`config.mk`:
```
export PLATFORM = sky130hd
export DESIGN_NAME = odu_top
export DESIGN_NICKNAME = d
export VERILOG_FILES = /design/src/core/odu_serial.v /design/src/core/odu_top.v
export VERILOG_INCLUDE_DIRS = /design/src /design/src/core
export SDC_FILE = /design/constraint.sdc
export NUM_CORES = 1
export LEC_CHECK = 0
export ABC_AREA = 1
export BUFFER_PORTS_ARGS = -buffer_cell sky130_fd_sc_hd__buf_4
export CORE_MARGIN = 4
export CORE_UTILIZATION = 40
export CTS_BUF_LIST = sky130_fd_sc_hd__clkbuf_16
export DETAILED_ROUTE_END_ITERATION = 16
export PLACE_DENSITY = 0.56
export SLEW_MARGIN = 40
export SYNTH_ARGS = -nofsm -noshare
export SYNTH_HDL_FRONTEND = slang
export SYNTH_SLANG_ARGS = --single-unit
```
`constraint.sdc`:
```
create_clock -name ref_clk -period 2.1 [get_ports ref_clk]
set_clock_uncertainty 0.15 [all_clocks]
set_input_delay 0.525 -clock ref_clk [delete_from_list [all_inputs] [get_ports ref_clk]]
set_output_delay 0.525 -clock ref_clk [all_outputs]
set_load 0.005 [all_outputs]
```
`src/core/odu_defs.vh`:
```
// Constants for the on-chip debug unit: APB offsets, field positions,
// reset values and serial timing. Assumes a 25 MHz ref_clk.
`ifndef ODU_DEFS_VH
`define ODU_DEFS_VH

// ------------------------------------------------------------
// Register byte offsets
// ------------------------------------------------------------
`define ODU_ADDR_CTRL      8'h00
`define ODU_ADDR_STAT      8'h04
`define ODU_ADDR_CNT       8'h08
`define ODU_ADDR_IRQ_STAT  8'h0C
`define ODU_ADDR_IRQ_MASK  8'h10
`define ODU_ADDR_TXDATA    8'h14
`define ODU_ADDR_RXDATA    8'h18
`define ODU_ADDR_BAUD      8'h1C

// ------------------------------------------------------------
// Field positions
// ------------------------------------------------------------
`define ODU_CTRL_RST       0
`define ODU_CTRL_BZERO     1
`define ODU_CTRL_BPCMP     2
`define ODU_CTRL_HALT      7
`define ODU_STAT_IDLE      7
`define ODU_STAT_HALT      6
`define ODU_STAT_READ_PROTECT_FLAG      5
`define ODU_IRQ_BREAK      0
`define ODU_IRQ_RX         1
`define ODU_IRQ_TXDONE     2
`define ODU_IRQ_RSTDONE    3
`define ODU_RX_VALID       8
`define ODU_RX_TXBUSY      9

// ------------------------------------------------------------
// Reset values and timing
// ------------------------------------------------------------
`define ODU_STAT_RST       8'h00
`define ODU_CNT_RST        16'h0000
`define ODU_CLK_HZ         25000000
`define ODU_BAUD_HZ        115200
`define ODU_BAUD_DIV_RST   (`ODU_CLK_HZ / `ODU_BAUD_HZ)

`endif

```
`src/core/odu_serial.v`:
```
// Half-duplex 8N1 serial engine for the open-drain debug pin.
// Assumes an external pull-up; pin_i comes straight from the pad.
`timescale 1ns/1ps
module odu_serial (
  input  wire        ref_clk,
  input  wire        resetn,
  input  wire [15:0] baud_div,
  input  wire        tx_start,
  input  wire [7:0]  tx_data,
  output wire        tx_ready,
  output reg         tx_done,
  output reg         rx_valid,
  output reg  [7:0]  rx_data,
  output wire        rx_active,
  input  wire        pin_i,
  output wire        pin_o,
  output wire        pin_oe
);

  localparam [1:0] ST_IDLE  = 2'b00;
  localparam [1:0] ST_TX    = 2'b01;
  localparam [1:0] ST_RXSTA = 2'b10;
  localparam [1:0] ST_RXBIT = 2'b11;

  reg        sync1_q;
  reg        sync2_q;
  reg        prev_q;
  reg [1:0]  state_q;
  reg [15:0] baud_cnt_q;
  reg [3:0]  bit_cnt_q;
  reg [9:0]  shift_q;
  reg        drive_low_q;
  wire       fall;
  wire       tick;

  assign fall      = prev_q & ~sync2_q;
  assign tick      = (baud_cnt_q == 16'h0000);
  // One shared sequencer: receive and transmit cannot overlap
  assign tx_ready  = (state_q == ST_IDLE) & ~fall;
  assign rx_active = state_q[1];
  assign pin_o     = 1'b0;
  assign pin_oe    = drive_low_q;

  always @(posedge ref_clk or negedge resetn)
  begin
    if (!resetn)
    begin
      sync1_q     <= 1'b1;
      sync2_q     <= 1'b1;
      prev_q      <= 1'b1;
      state_q     <= ST_IDLE;
      baud_cnt_q  <= 16'h0000;
      bit_cnt_q   <= 4'h0;
      shift_q     <= 10'h3FF;
      drive_low_q <= 1'b0;
      tx_done     <= 1'b0;
      rx_valid    <= 1'b0;
      rx_data     <= 8'h00;
    end
    else
    begin
      sync1_q  <= pin_i;
      sync2_q  <= sync1_q;
      prev_q   <= sync2_q;
      tx_done  <= 1'b0;
      rx_valid <= 1'b0;
      if (!tick)
        baud_cnt_q <= baud_cnt_q - 16'h0001;
      case (state_q)
        ST_IDLE:
        begin
          if (fall)
          begin
            state_q    <= ST_RXSTA;
            baud_cnt_q <= {1'b0, baud_div[15:1]};
          end
          else if (tx_start)
          begin
            state_q     <= ST_TX;
            shift_q     <= {1'b1, tx_data, 1'b0};
            bit_cnt_q   <= 4'h0;
            baud_cnt_q  <= baud_div - 16'h0001;
            drive_low_q <= 1'b1;
          end
        end
        ST_TX:
        begin
          if (tick)
          begin
            if (bit_cnt_q == 4'h9)
            begin
              state_q     <= ST_IDLE;
              drive_low_q <= 1'b0;
              tx_done     <= 1'b1;
            end
            else
            begin
              shift_q     <= {1'b1, shift_q[9:1]};
              bit_cnt_q   <= bit_cnt_q + 4'h1;
              drive_low_q <= ~shift_q[1];
              baud_cnt_q  <= baud_div - 16'h0001;
            end
          end
        end
        ST_RXSTA:
        begin
          // Start bit rechecked mid-bit to reject glitches
          if (tick)
          begin
            state_q    <= sync2_q ? ST_IDLE : ST_RXBIT;
            bit_cnt_q  <= 4'h0;
            baud_cnt_q <= baud_div - 16'h0001;
          end
        end
        ST_RXBIT:
        begin
          if (tick)
          begin
            baud_cnt_q <= baud_div - 16'h0001;
            if (bit_cnt_q == 4'h8)
            begin
              state_q <= ST_IDLE;
              // Framing error drops the byte
              if (sync2_q)
              begin
                rx_valid <= 1'b1;
                rx_data  <= shift_q[7:0];
              end
            end
            else
            begin
              shift_q   <= {2'b00, sync2_q, shift_q[7:1]};
              bit_cnt_q <= bit_cnt_q + 4'h1;
            end
          end
        end
        default:
          state_q <= ST_IDLE;
      endcase
    end
  end

endmodule // odu_serial

```
`src/core/odu_top.v`:
```
// On-chip debug unit: debug counter, breakpoint, device reset request,
// status register and half-duplex serial link, behind an APB slave.
// Assumes CPU-side signals share ref_clk; the debug pin is asynchronous.
//
// Notes on behaviour
// - Debug pin carries traffic one way at a time, never both together.
// - Pin characters use start bit, eight data bits, stop bit framing.
// - Unit only pulls the pin low or releases it; pull-up gives high.
// - In breakpoint-compare setting the counter holds while the CPU runs.
// - Breakpoint-compare setting halts the CPU when PC equals the counter.
// - Break-on-zero sets the halt flag when the counter decrements to zero.
// - With break-on-zero the counter keeps its value on leaving debug mode.
// - Reset bit resets the device but leaves the debug unit intact.
// - Reset bit clears itself when the reset completes; writing 0 does nothing.
// - Status bit 7 shows halt flag or a break instruction since last control write.
// - Status bit 6 shows the device low-power halt state.
// - Status register is read-only, resets to zero, shows present state.
//
// Added by the designer: the register addresses and the APB slave port.
`timescale 1ns/1ps
`include "odu_defs.vh"
module odu_top (
  input  wire        ref_clk,
  input  wire        resetn,
  input  wire        psel,
  input  wire        penable,
  input  wire        pwrite,
  input  wire [7:0]  paddr,
  input  wire [31:0] pwdata,
  output reg  [31:0] prdata,
  output wire        pready,
  output wire        pslverr,
  output wire        irq,
  input  wire [15:0] cpu_pc,
  input  wire        cpu_step,
  input  wire        cpu_brk_exec,
  input  wire        cpu_halt_mode,
  input  wire        read_protect_flag,
  input  wire        sys_reset_done,
  output reg         sys_reset_req,
  output reg         cpu_debug_halt,
  input  wire        debug_serial_pin_i,
  output wire        debug_serial_pin_o,
  output wire        debug_serial_pin_oe
);

  // Divisor reset value cut to the 16-bit register on purpose
  localparam [31:0] BAUD_RST_W = `ODU_BAUD_DIV_RST;
  localparam [15:0] BAUD_RST   = BAUD_RST_W[15:0];

  // ------------------------------------------------------------
  // Address decode
  // ------------------------------------------------------------
  function reg_hit;
    input [7:0] a;
    begin
      case (a)
        `ODU_ADDR_CTRL,
        `ODU_ADDR_STAT,
        `ODU_ADDR_CNT,
        `ODU_ADDR_IRQ_STAT,
        `ODU_ADDR_IRQ_MASK,
        `ODU_ADDR_TXDATA,
        `ODU_ADDR_RXDATA,
        `ODU_ADDR_BAUD:
          reg_hit = 1'b1;
        default:
          reg_hit = 1'b0;
      endcase
    end
  endfunction

  wire setup  = psel & ~penable;
  wire access = psel & penable;
  wire wr     = access & pwrite & reg_hit(paddr);
  wire rd     = access & ~pwrite & reg_hit(paddr);

  // Read data is latched in setup, so access always completes at once
  assign pready  = 1'b1;
  assign pslverr = access & ~reg_hit(paddr);

  // ------------------------------------------------------------
  // Register state
  // ------------------------------------------------------------
  reg        bzero_q;
  reg        bpcmp_q;
  reg        halt_q;
  reg        brk_seen_q;
  reg [15:0] cnt_q;
  reg [15:0] load_q;
  reg [7:0]  stat_q;
  reg [3:0]  irq_stat_q;
  reg [3:0]  irq_mask_q;
  reg [15:0] baud_q;
  reg [7:0]  rx_byte_q;
  reg        rx_full_q;
  reg [3:0]  cap_irq_q;
  reg        cap_rx_q;

  reg        halt_d;
  reg [15:0] cnt_d;

  wire       tx_ready;
  wire       tx_done;
  wire       rx_valid;
  wire [7:0] rx_data;
  wire       rx_active;

  wire ctrl_wr  = wr & (paddr == `ODU_ADDR_CTRL);
  wire cnt_wr   = wr & (paddr == `ODU_ADDR_CNT);
  wire tx_wr    = wr & (paddr == `ODU_ADDR_TXDATA);
  wire irq_rd   = rd & (paddr == `ODU_ADDR_IRQ_STAT);
  wire rx_rd    = rd & (paddr == `ODU_ADDR_RXDATA);
  // Dropped while the sequencer is busy or a start bit is pending
  wire tx_start = tx_wr & tx_ready;

  // ------------------------------------------------------------
  // Debug counter and halt flag
  // ------------------------------------------------------------
  wire bp_match  = bpcmp_q & ~halt_q & (cpu_pc == cnt_q);
  wire cnt_dec   = ~bpcmp_q & ~halt_q & cpu_step & (cnt_q != 16'h0000);
  wire hit_zero  = cnt_dec & bzero_q & (cnt_q == 16'h0001);

  always @*
  begin
    halt_d = halt_q;
    cnt_d  = cnt_q;
    if (cnt_dec)
      cnt_d = cnt_q - 16'h0001;
    if (ctrl_wr)
    begin
      halt_d = pwdata[`ODU_CTRL_HALT];
      // Leaving debug mode reloads the count unless break-on-zero is set
      if (halt_q && !pwdata[`ODU_CTRL_HALT] && !bzero_q)
        cnt_d = load_q;
    end
    // Set after the control write, so a break in the same cycle wins
    if (bp_match || hit_zero)
      halt_d = 1'b1;
    if (cnt_wr)
      cnt_d = pwdata[15:0];
  end

  always @(posedge ref_clk or negedge resetn)
  begin
    if (!resetn)
    begin
      halt_q         <= 1'b0;
      cnt_q          <= `ODU_CNT_RST;
      load_q         <= `ODU_CNT_RST;
      cpu_debug_halt <= 1'b0;
    end
    else
    begin
      halt_q         <= halt_d;
      cnt_q          <= cnt_d;
      cpu_debug_halt <= halt_d;
      if (cnt_wr)
        load_q <= pwdata[15:0];
    end
  end

  // ------------------------------------------------------------
  // Control bits and device reset request
  // ------------------------------------------------------------
  // Only resetn clears this block; the device reset it requests does not
  always @(posedge ref_clk or negedge resetn)
  begin
    if (!resetn)
    begin
      bzero_q       <= 1'b0;
      bpcmp_q       <= 1'b0;
      brk_seen_q    <= 1'b0;
      sys_reset_req <= 1'b0;
    end
    else
    begin
      if (ctrl_wr)
      begin
        bzero_q <= pwdata[`ODU_CTRL_BZERO];
        bpcmp_q <= pwdata[`ODU_CTRL_BPCMP];
      end
      // A break in the same cycle as a control write still counts
      if (cpu_brk_exec)
        brk_seen_q <= 1'b1;
      else if (ctrl_wr)
        brk_seen_q <= 1'b0;
      // A new request in the completing cycle is kept
      if (ctrl_wr && pwdata[`ODU_CTRL_RST])
        sys_reset_req <= 1'b1;
      else if (sys_reset_done)
        sys_reset_req <= 1'b0;
    end
  end

  // ------------------------------------------------------------
  // Status register
  // ------------------------------------------------------------
  always @(posedge ref_clk or negedge resetn)
  begin
    if (!resetn)
      stat_q <= `ODU_STAT_RST;
    else
    begin
      // Rebuilt each clock: only live sources reach it
      stat_q                 <= `ODU_STAT_RST;
      stat_q[`ODU_STAT_IDLE] <= halt_q | brk_seen_q;
      stat_q[`ODU_STAT_HALT] <= cpu_halt_mode;
      stat_q[`ODU_STAT_READ_PROTECT_FLAG] <= read_protect_flag;
    end
  end

  // ------------------------------------------------------------
  // Interrupt status, mask and serial data holding
  // ------------------------------------------------------------
  // Halt event is the rising edge of the flag, whatever set it
  wire [3:0] irq_evt;
  assign irq_evt[`ODU_IRQ_BREAK]   = halt_d & ~halt_q;
  assign irq_evt[`ODU_IRQ_RX]      = rx_valid;
  assign irq_evt[`ODU_IRQ_TXDONE]  = tx_done;
  assign irq_evt[`ODU_IRQ_RSTDONE] = sys_reset_req & sys_reset_done;
  assign irq = |(irq_stat_q & irq_mask_q);

  genvar g;
  generate
    for (g = 0; g < 4; g = g + 1)
    begin : g_irq
      // Read clears only what the read returned; a new event wins
      always @(posedge ref_clk or negedge resetn)
      begin
        if (!resetn)
          irq_stat_q[g] <= 1'b0;
        else if (irq_evt[g])
          irq_stat_q[g] <= 1'b1;
        else if (irq_rd && cap_irq_q[g])
          irq_stat_q[g] <= 1'b0;
      end
    end
  endgenerate

  always @(posedge ref_clk or negedge resetn)
  begin
    if (!resetn)
    begin
      irq_mask_q <= 4'h0;
      baud_q     <= BAUD_RST;
      rx_byte_q  <= 8'h00;
      rx_full_q  <= 1'b0;
    end
    else
    begin
      if (wr && paddr == `ODU_ADDR_IRQ_MASK)
        irq_mask_q <= pwdata[3:0];
      if (wr && paddr == `ODU_ADDR_BAUD && pwdata[15:0] != 16'h0000)
        baud_q <= pwdata[15:0];
      if (rx_valid)
      begin
        rx_byte_q <= rx_data;
        rx_full_q <= 1'b1;
      end
      else if (rx_rd && cap_rx_q)
        rx_full_q <= 1'b0;
    end
  end

  // ------------------------------------------------------------
  // APB read path
  // ------------------------------------------------------------
  reg [31:0] rdata_d;

  always @*
  begin
    rdata_d = 32'h0000_0000;
    case (paddr)
      `ODU_ADDR_CTRL:
      begin
        rdata_d[`ODU_CTRL_BZERO] = bzero_q;
        rdata_d[`ODU_CTRL_BPCMP] = bpcmp_q;
        rdata_d[`ODU_CTRL_HALT]  = halt_q;
        rdata_d[`ODU_CTRL_RST]   = sys_reset_req;
      end
      `ODU_ADDR_STAT:
        rdata_d[7:0] = stat_q;
      `ODU_ADDR_CNT:
        rdata_d[15:0] = cnt_q;
      `ODU_ADDR_IRQ_STAT:
        rdata_d[3:0] = irq_stat_q;
      `ODU_ADDR_IRQ_MASK:
        rdata_d[3:0] = irq_mask_q;
      `ODU_ADDR_RXDATA:
      begin
        rdata_d[7:0]             = rx_byte_q;
        rdata_d[`ODU_RX_VALID]   = rx_full_q;
        rdata_d[`ODU_RX_TXBUSY]  = ~tx_ready;
      end
      `ODU_ADDR_BAUD:
        rdata_d[15:0] = baud_q;
      default:
        rdata_d = 32'h0000_0000;
    endcase
  end

  always @(posedge ref_clk or negedge resetn)
  begin
    if (!resetn)
    begin
      prdata    <= 32'h0000_0000;
      cap_irq_q <= 4'h0;
      cap_rx_q  <= 1'b0;
    end
    // Captured in setup so prdata stays steady through access
    else if (setup)
    begin
      prdata    <= rdata_d;
      cap_irq_q <= irq_stat_q;
      cap_rx_q  <= rx_full_q;
    end
  end

  // ------------------------------------------------------------
  // Serial link on the debug pin
  // ------------------------------------------------------------
  // Bytes written while the link is busy are dropped; poll the busy bit
  odu_serial u_serial (
    .ref_clk   (ref_clk),
    .resetn    (resetn),
    .baud_div  (baud_q),
    .tx_start  (tx_start),
    .tx_data   (pwdata[7:0]),
    .tx_ready  (tx_ready),
    .tx_done   (tx_done),
    .rx_valid  (rx_valid),
    .rx_data   (rx_data),
    .rx_active (rx_active),
    .pin_i     (debug_serial_pin_i),
    .pin_o     (debug_serial_pin_o),
    .pin_oe    (debug_serial_pin_oe)
  );

  // Reserved control bits are ignored on write and read as zero
  wire unused_ok = rx_active | (|pwdata[31:16]);

endmodule // odu_top

```
==> impl_metrics.json <==
{
  "status": "finished, final reports clean",
  "crit_type": "reg -> out",
  "clockBufferDepth": 2,
  "synth_area_um2": 8701,
  "setup_violations": 0,
  "drt-initial-drc-count": 504,
  "drc": 0,
  "rsz0062_at_grt": "yes",
  "max_slew_margin": 0.6418,
  "ios": 106,
  "cts-root-buf": "clkbuf_16",
  "grt_max_degree": 37,
  "post-route-worst-setup-slack_ns": 0.07868,
  "fin_util": 0.4991,
  "final_cell_area_um2": 10590,
  "path_clk_slew_ns": 0.07,
  "worstPathMaxFanout": 3,
  "met1_usage": 0.3143,
  "clk_latency_ns": 0.44,
  "ant_nets": 0,
  "gr-max-usage-layer": "met2",
  "min_period_ns": 2.021,
  "die_height_um": 155.5,
  "fin_crit_sh": 0.9625,
  "cts_tree": "yes",
  "vias": 7913,
  "die-area_um2": 24180,
  "cts_setup_buffers": 0,
  "drt-vias-per-instance": 4.964,
  "slowest_stage": "dfrtp_1",
  "layout-drive-gt1-share": 0.2343,
  "die_w_um": 155.5,
  "end_kind": "primary output",
  "hold_path_depth": 1,
  "syn_to_final_growth_pct": 21.73,
  "max_stage_delay_ns": 0.40,
  "hold_viol": 0,
  "use_met2": 0.3357,
  "htree_num_levels": 4,
  "critical_path.cell_chain": "inv_2, o22ai_1, a21oi_1, o21ai_1, buf_4",
  "syn_inst": 1163,
  "power_density_nw_per_um2": 1057,
  "p_total_mw": 11.20,
  "peakVddDrop_uv": 513.0,
  "post_dp_cell_area_um2": 9980,
  "clock_sinks": 140,
  "max_clock_freq_ghz": 0.4947,
  "numPlacedInstances": 1560,
  "fin_setup_tns_ns": 0,
  "worstPathRequired_ns": 1.42,
  "slew_viol_final": 0,
  "worstPathArrival_ns": 1.35,
  "hp-start": "cpu_halt_mode",
  "critical_path.top_delay_family": "flip-flops",
  "core-area_um2": 21220,
  "place_ws_ns": -0.05722,
  "globalRouteTotalUtil": 0.2157,
  "antenna_cells": 0,
  "first_global_vias": 7630,
  "ff2ff_setup_slack_ns": 0.13,
  "start_util": 0.4100,
  "nets": 1381,
  "port_buffers": 71,
  "worst_pin_slew_ns": 0.5373,
  "firstDrtPassIters": 5,
  "min_path_type": "in -> reg",
  "ys.warnings.count": 0,
  "fp-row-count": 53,
  "antenna_found_initial": 0,
  "avgSynthCellArea_um2": 7.481,
  "ys_seq_area_frac": 0.4052,
  "ys_types": 51,
  "cp.buffers_inverters": 2,
  "grt.overflow.total": 0,
  "whs_ns": 0.04992,
  "finalNonFillerCells": 1594,
  "r2r_start": "u_serial.bit_cnt_q[1]",
  "startpoint_type": "flip-flop",
  "worstRegToRegCells": 9,
  "hold_path_end": "stat_q[6]",
  "cts_buffers": 17,
  "dp_hpwl_mm": 19.78,
  "gp_congestion": 0.9500,
  "synth-seq-cells": 140,
  "p_leak_nw": 5.356,
  "wl_per_cell_um": 15.94,
  "routed_wl_mm": 25.41,
  "rr_endpoint": "u_serial.baud_cnt_q[5]",
  "drv_cap": 0,
  "grt_pass1_wl_mm": 41.08,
  "grtUsageMet3": 0.03171
}
-- state kept, by name, indices dropped and copies added, names as in the netlist, 2 cells and up --
register and flops:
stat_q 3, u_serial.shift_q 10, u_serial.state_q 2, prdata 16
cnt_q 16, load_q 16, irq_mask_q 4, baud_q 16
u_serial.baud_cnt_q 16, u_serial.bit_cnt_q 4, irq_stat_q 4, rx_byte_q 8
u_serial.rx_data 8, cap_irq_q 4
-- cell usage after synthesis (all sizes together) --
library cell | instances | area [um2]
buf | 39 | 311.6
o21bai | 2 | 15.01
dfrtp | 122 | 3053
a21oi | 27 | 135.1
dfstp | 18 | 473.0
nor4 | 5 | 52.55
o22ai | 21 | 131.4
o21ai | 103 | 594.3
o211ai | 1 | 7.510
o31ai | 1 | 7.510
xor2 | 24 | 210.2
xnor2 | 8 | 70.07
nand2 | 389 | 1523
a21boi | 1 | 11.26
a31oi | 1 | 6.260
a22o | 1 | 8.760
nand3b | 5 | 50.05
nand4 | 14 | 100.1
nor3 | 8 | 56.31
or2 | 5 | 31.28
conb | 2 | 7.510
nand3 | 90 | 538.0
inv | 138 | 520.5
ha | 8 | 100.1
a21o | 1 | 7.510
nor3b | 1 | 12.51
clkinv | 3 | 12.51
nor2 | 120 | 635.6
clkbuf | 5 | 18.77
-- cells by family after synthesis --
group,synth area share
other cells,0.0008631
fa+ha+maj,0.01150
flops,0.4052
simple gates,0.3447
compound gates,0.1063
buf+inv,0.09922
xor+xnor,0.03221
-- worst max-delay path by stage --
stage / depth (start not counted) / slack, ns / from / endpoint
floorplan: 9 / 0.29 / paddr[7] / baud_q[5]
global placement: 11 / -0.02 / paddr[0] / cnt_q[5]
detailed placement: 11 / -0.06 / paddr[1] / cnt_q[5]
CTS: 5 / 0.006 / irq_stat_q[3] / irq
global route: 10 / -0.02 / u_serial.baud_cnt_q[1] / u_serial.baud_cnt_q[6]
finish: 5 / 0.08 / irq_stat_q[3] / irq
-- per-layer routing --
metal / vias to the layer above / wire length, um
li1: 3966 / -
met1: 3728 / 12390
met2: 196 / 11500
met3: 23 / 1173
met4: 0 / 346
met5: - / 0
-- cells in the final DEF (no fill, tap or decap), types with 6 or more instances in the layout --
cell type	instances
nor2_1	89
nor2_4	17
inv_1	120
nand2_2	10
dfstp_2	18
conb_1	18
o22ai_1	21
ha_1	8
dfrtp_1	122
nor2_2	12
nand2_1	374
o21ai_0	75
clkbuf_16	17
o21ai_1	9
o21ai_2	19
nand3_1	79
nand4_1	12
nor3_1	6
xor2_1	24
buf_4	143
a21oi_1	27
xnor2_1	8
nand3_4	6
buf_12	6
inv_2	18
-- report_power, final --
part / leakage, nW / switching [mW] / total, mW / internal (mW)
logic: 3.31 / 2.85 / 4.66 / 1.82
clock network: 0.272 / 1.30 / 2.95 / 1.65
registers: 1.77 / 0.396 / 3.58 / 3.19
total: 5.36 / 4.55 / 11.2 / 6.65
-- repair_timing --
| action | in CTS | in global routing |
|---|---|---|
| hold endpoints to repair | 20 | 0 |
| hold buffers | 1 | 0 |
| setup endpoints to repair | 0 | 39 |
| gates resized for setup | 0 | 9 |
-- layout make-up --
cell class	instances	area (um2)
Clock buffer	17	425.4
Clock inverter	15	141.4
Fill cell	2099	10630
Inverter	141	533.0
Multi-Input combinational cell	855	4407
Sequential cell	140	3526
Tap cell	275	344.1
Timing Repair Buffer	151	1215
Note: power is estimated with default switching activity, not from simulation.
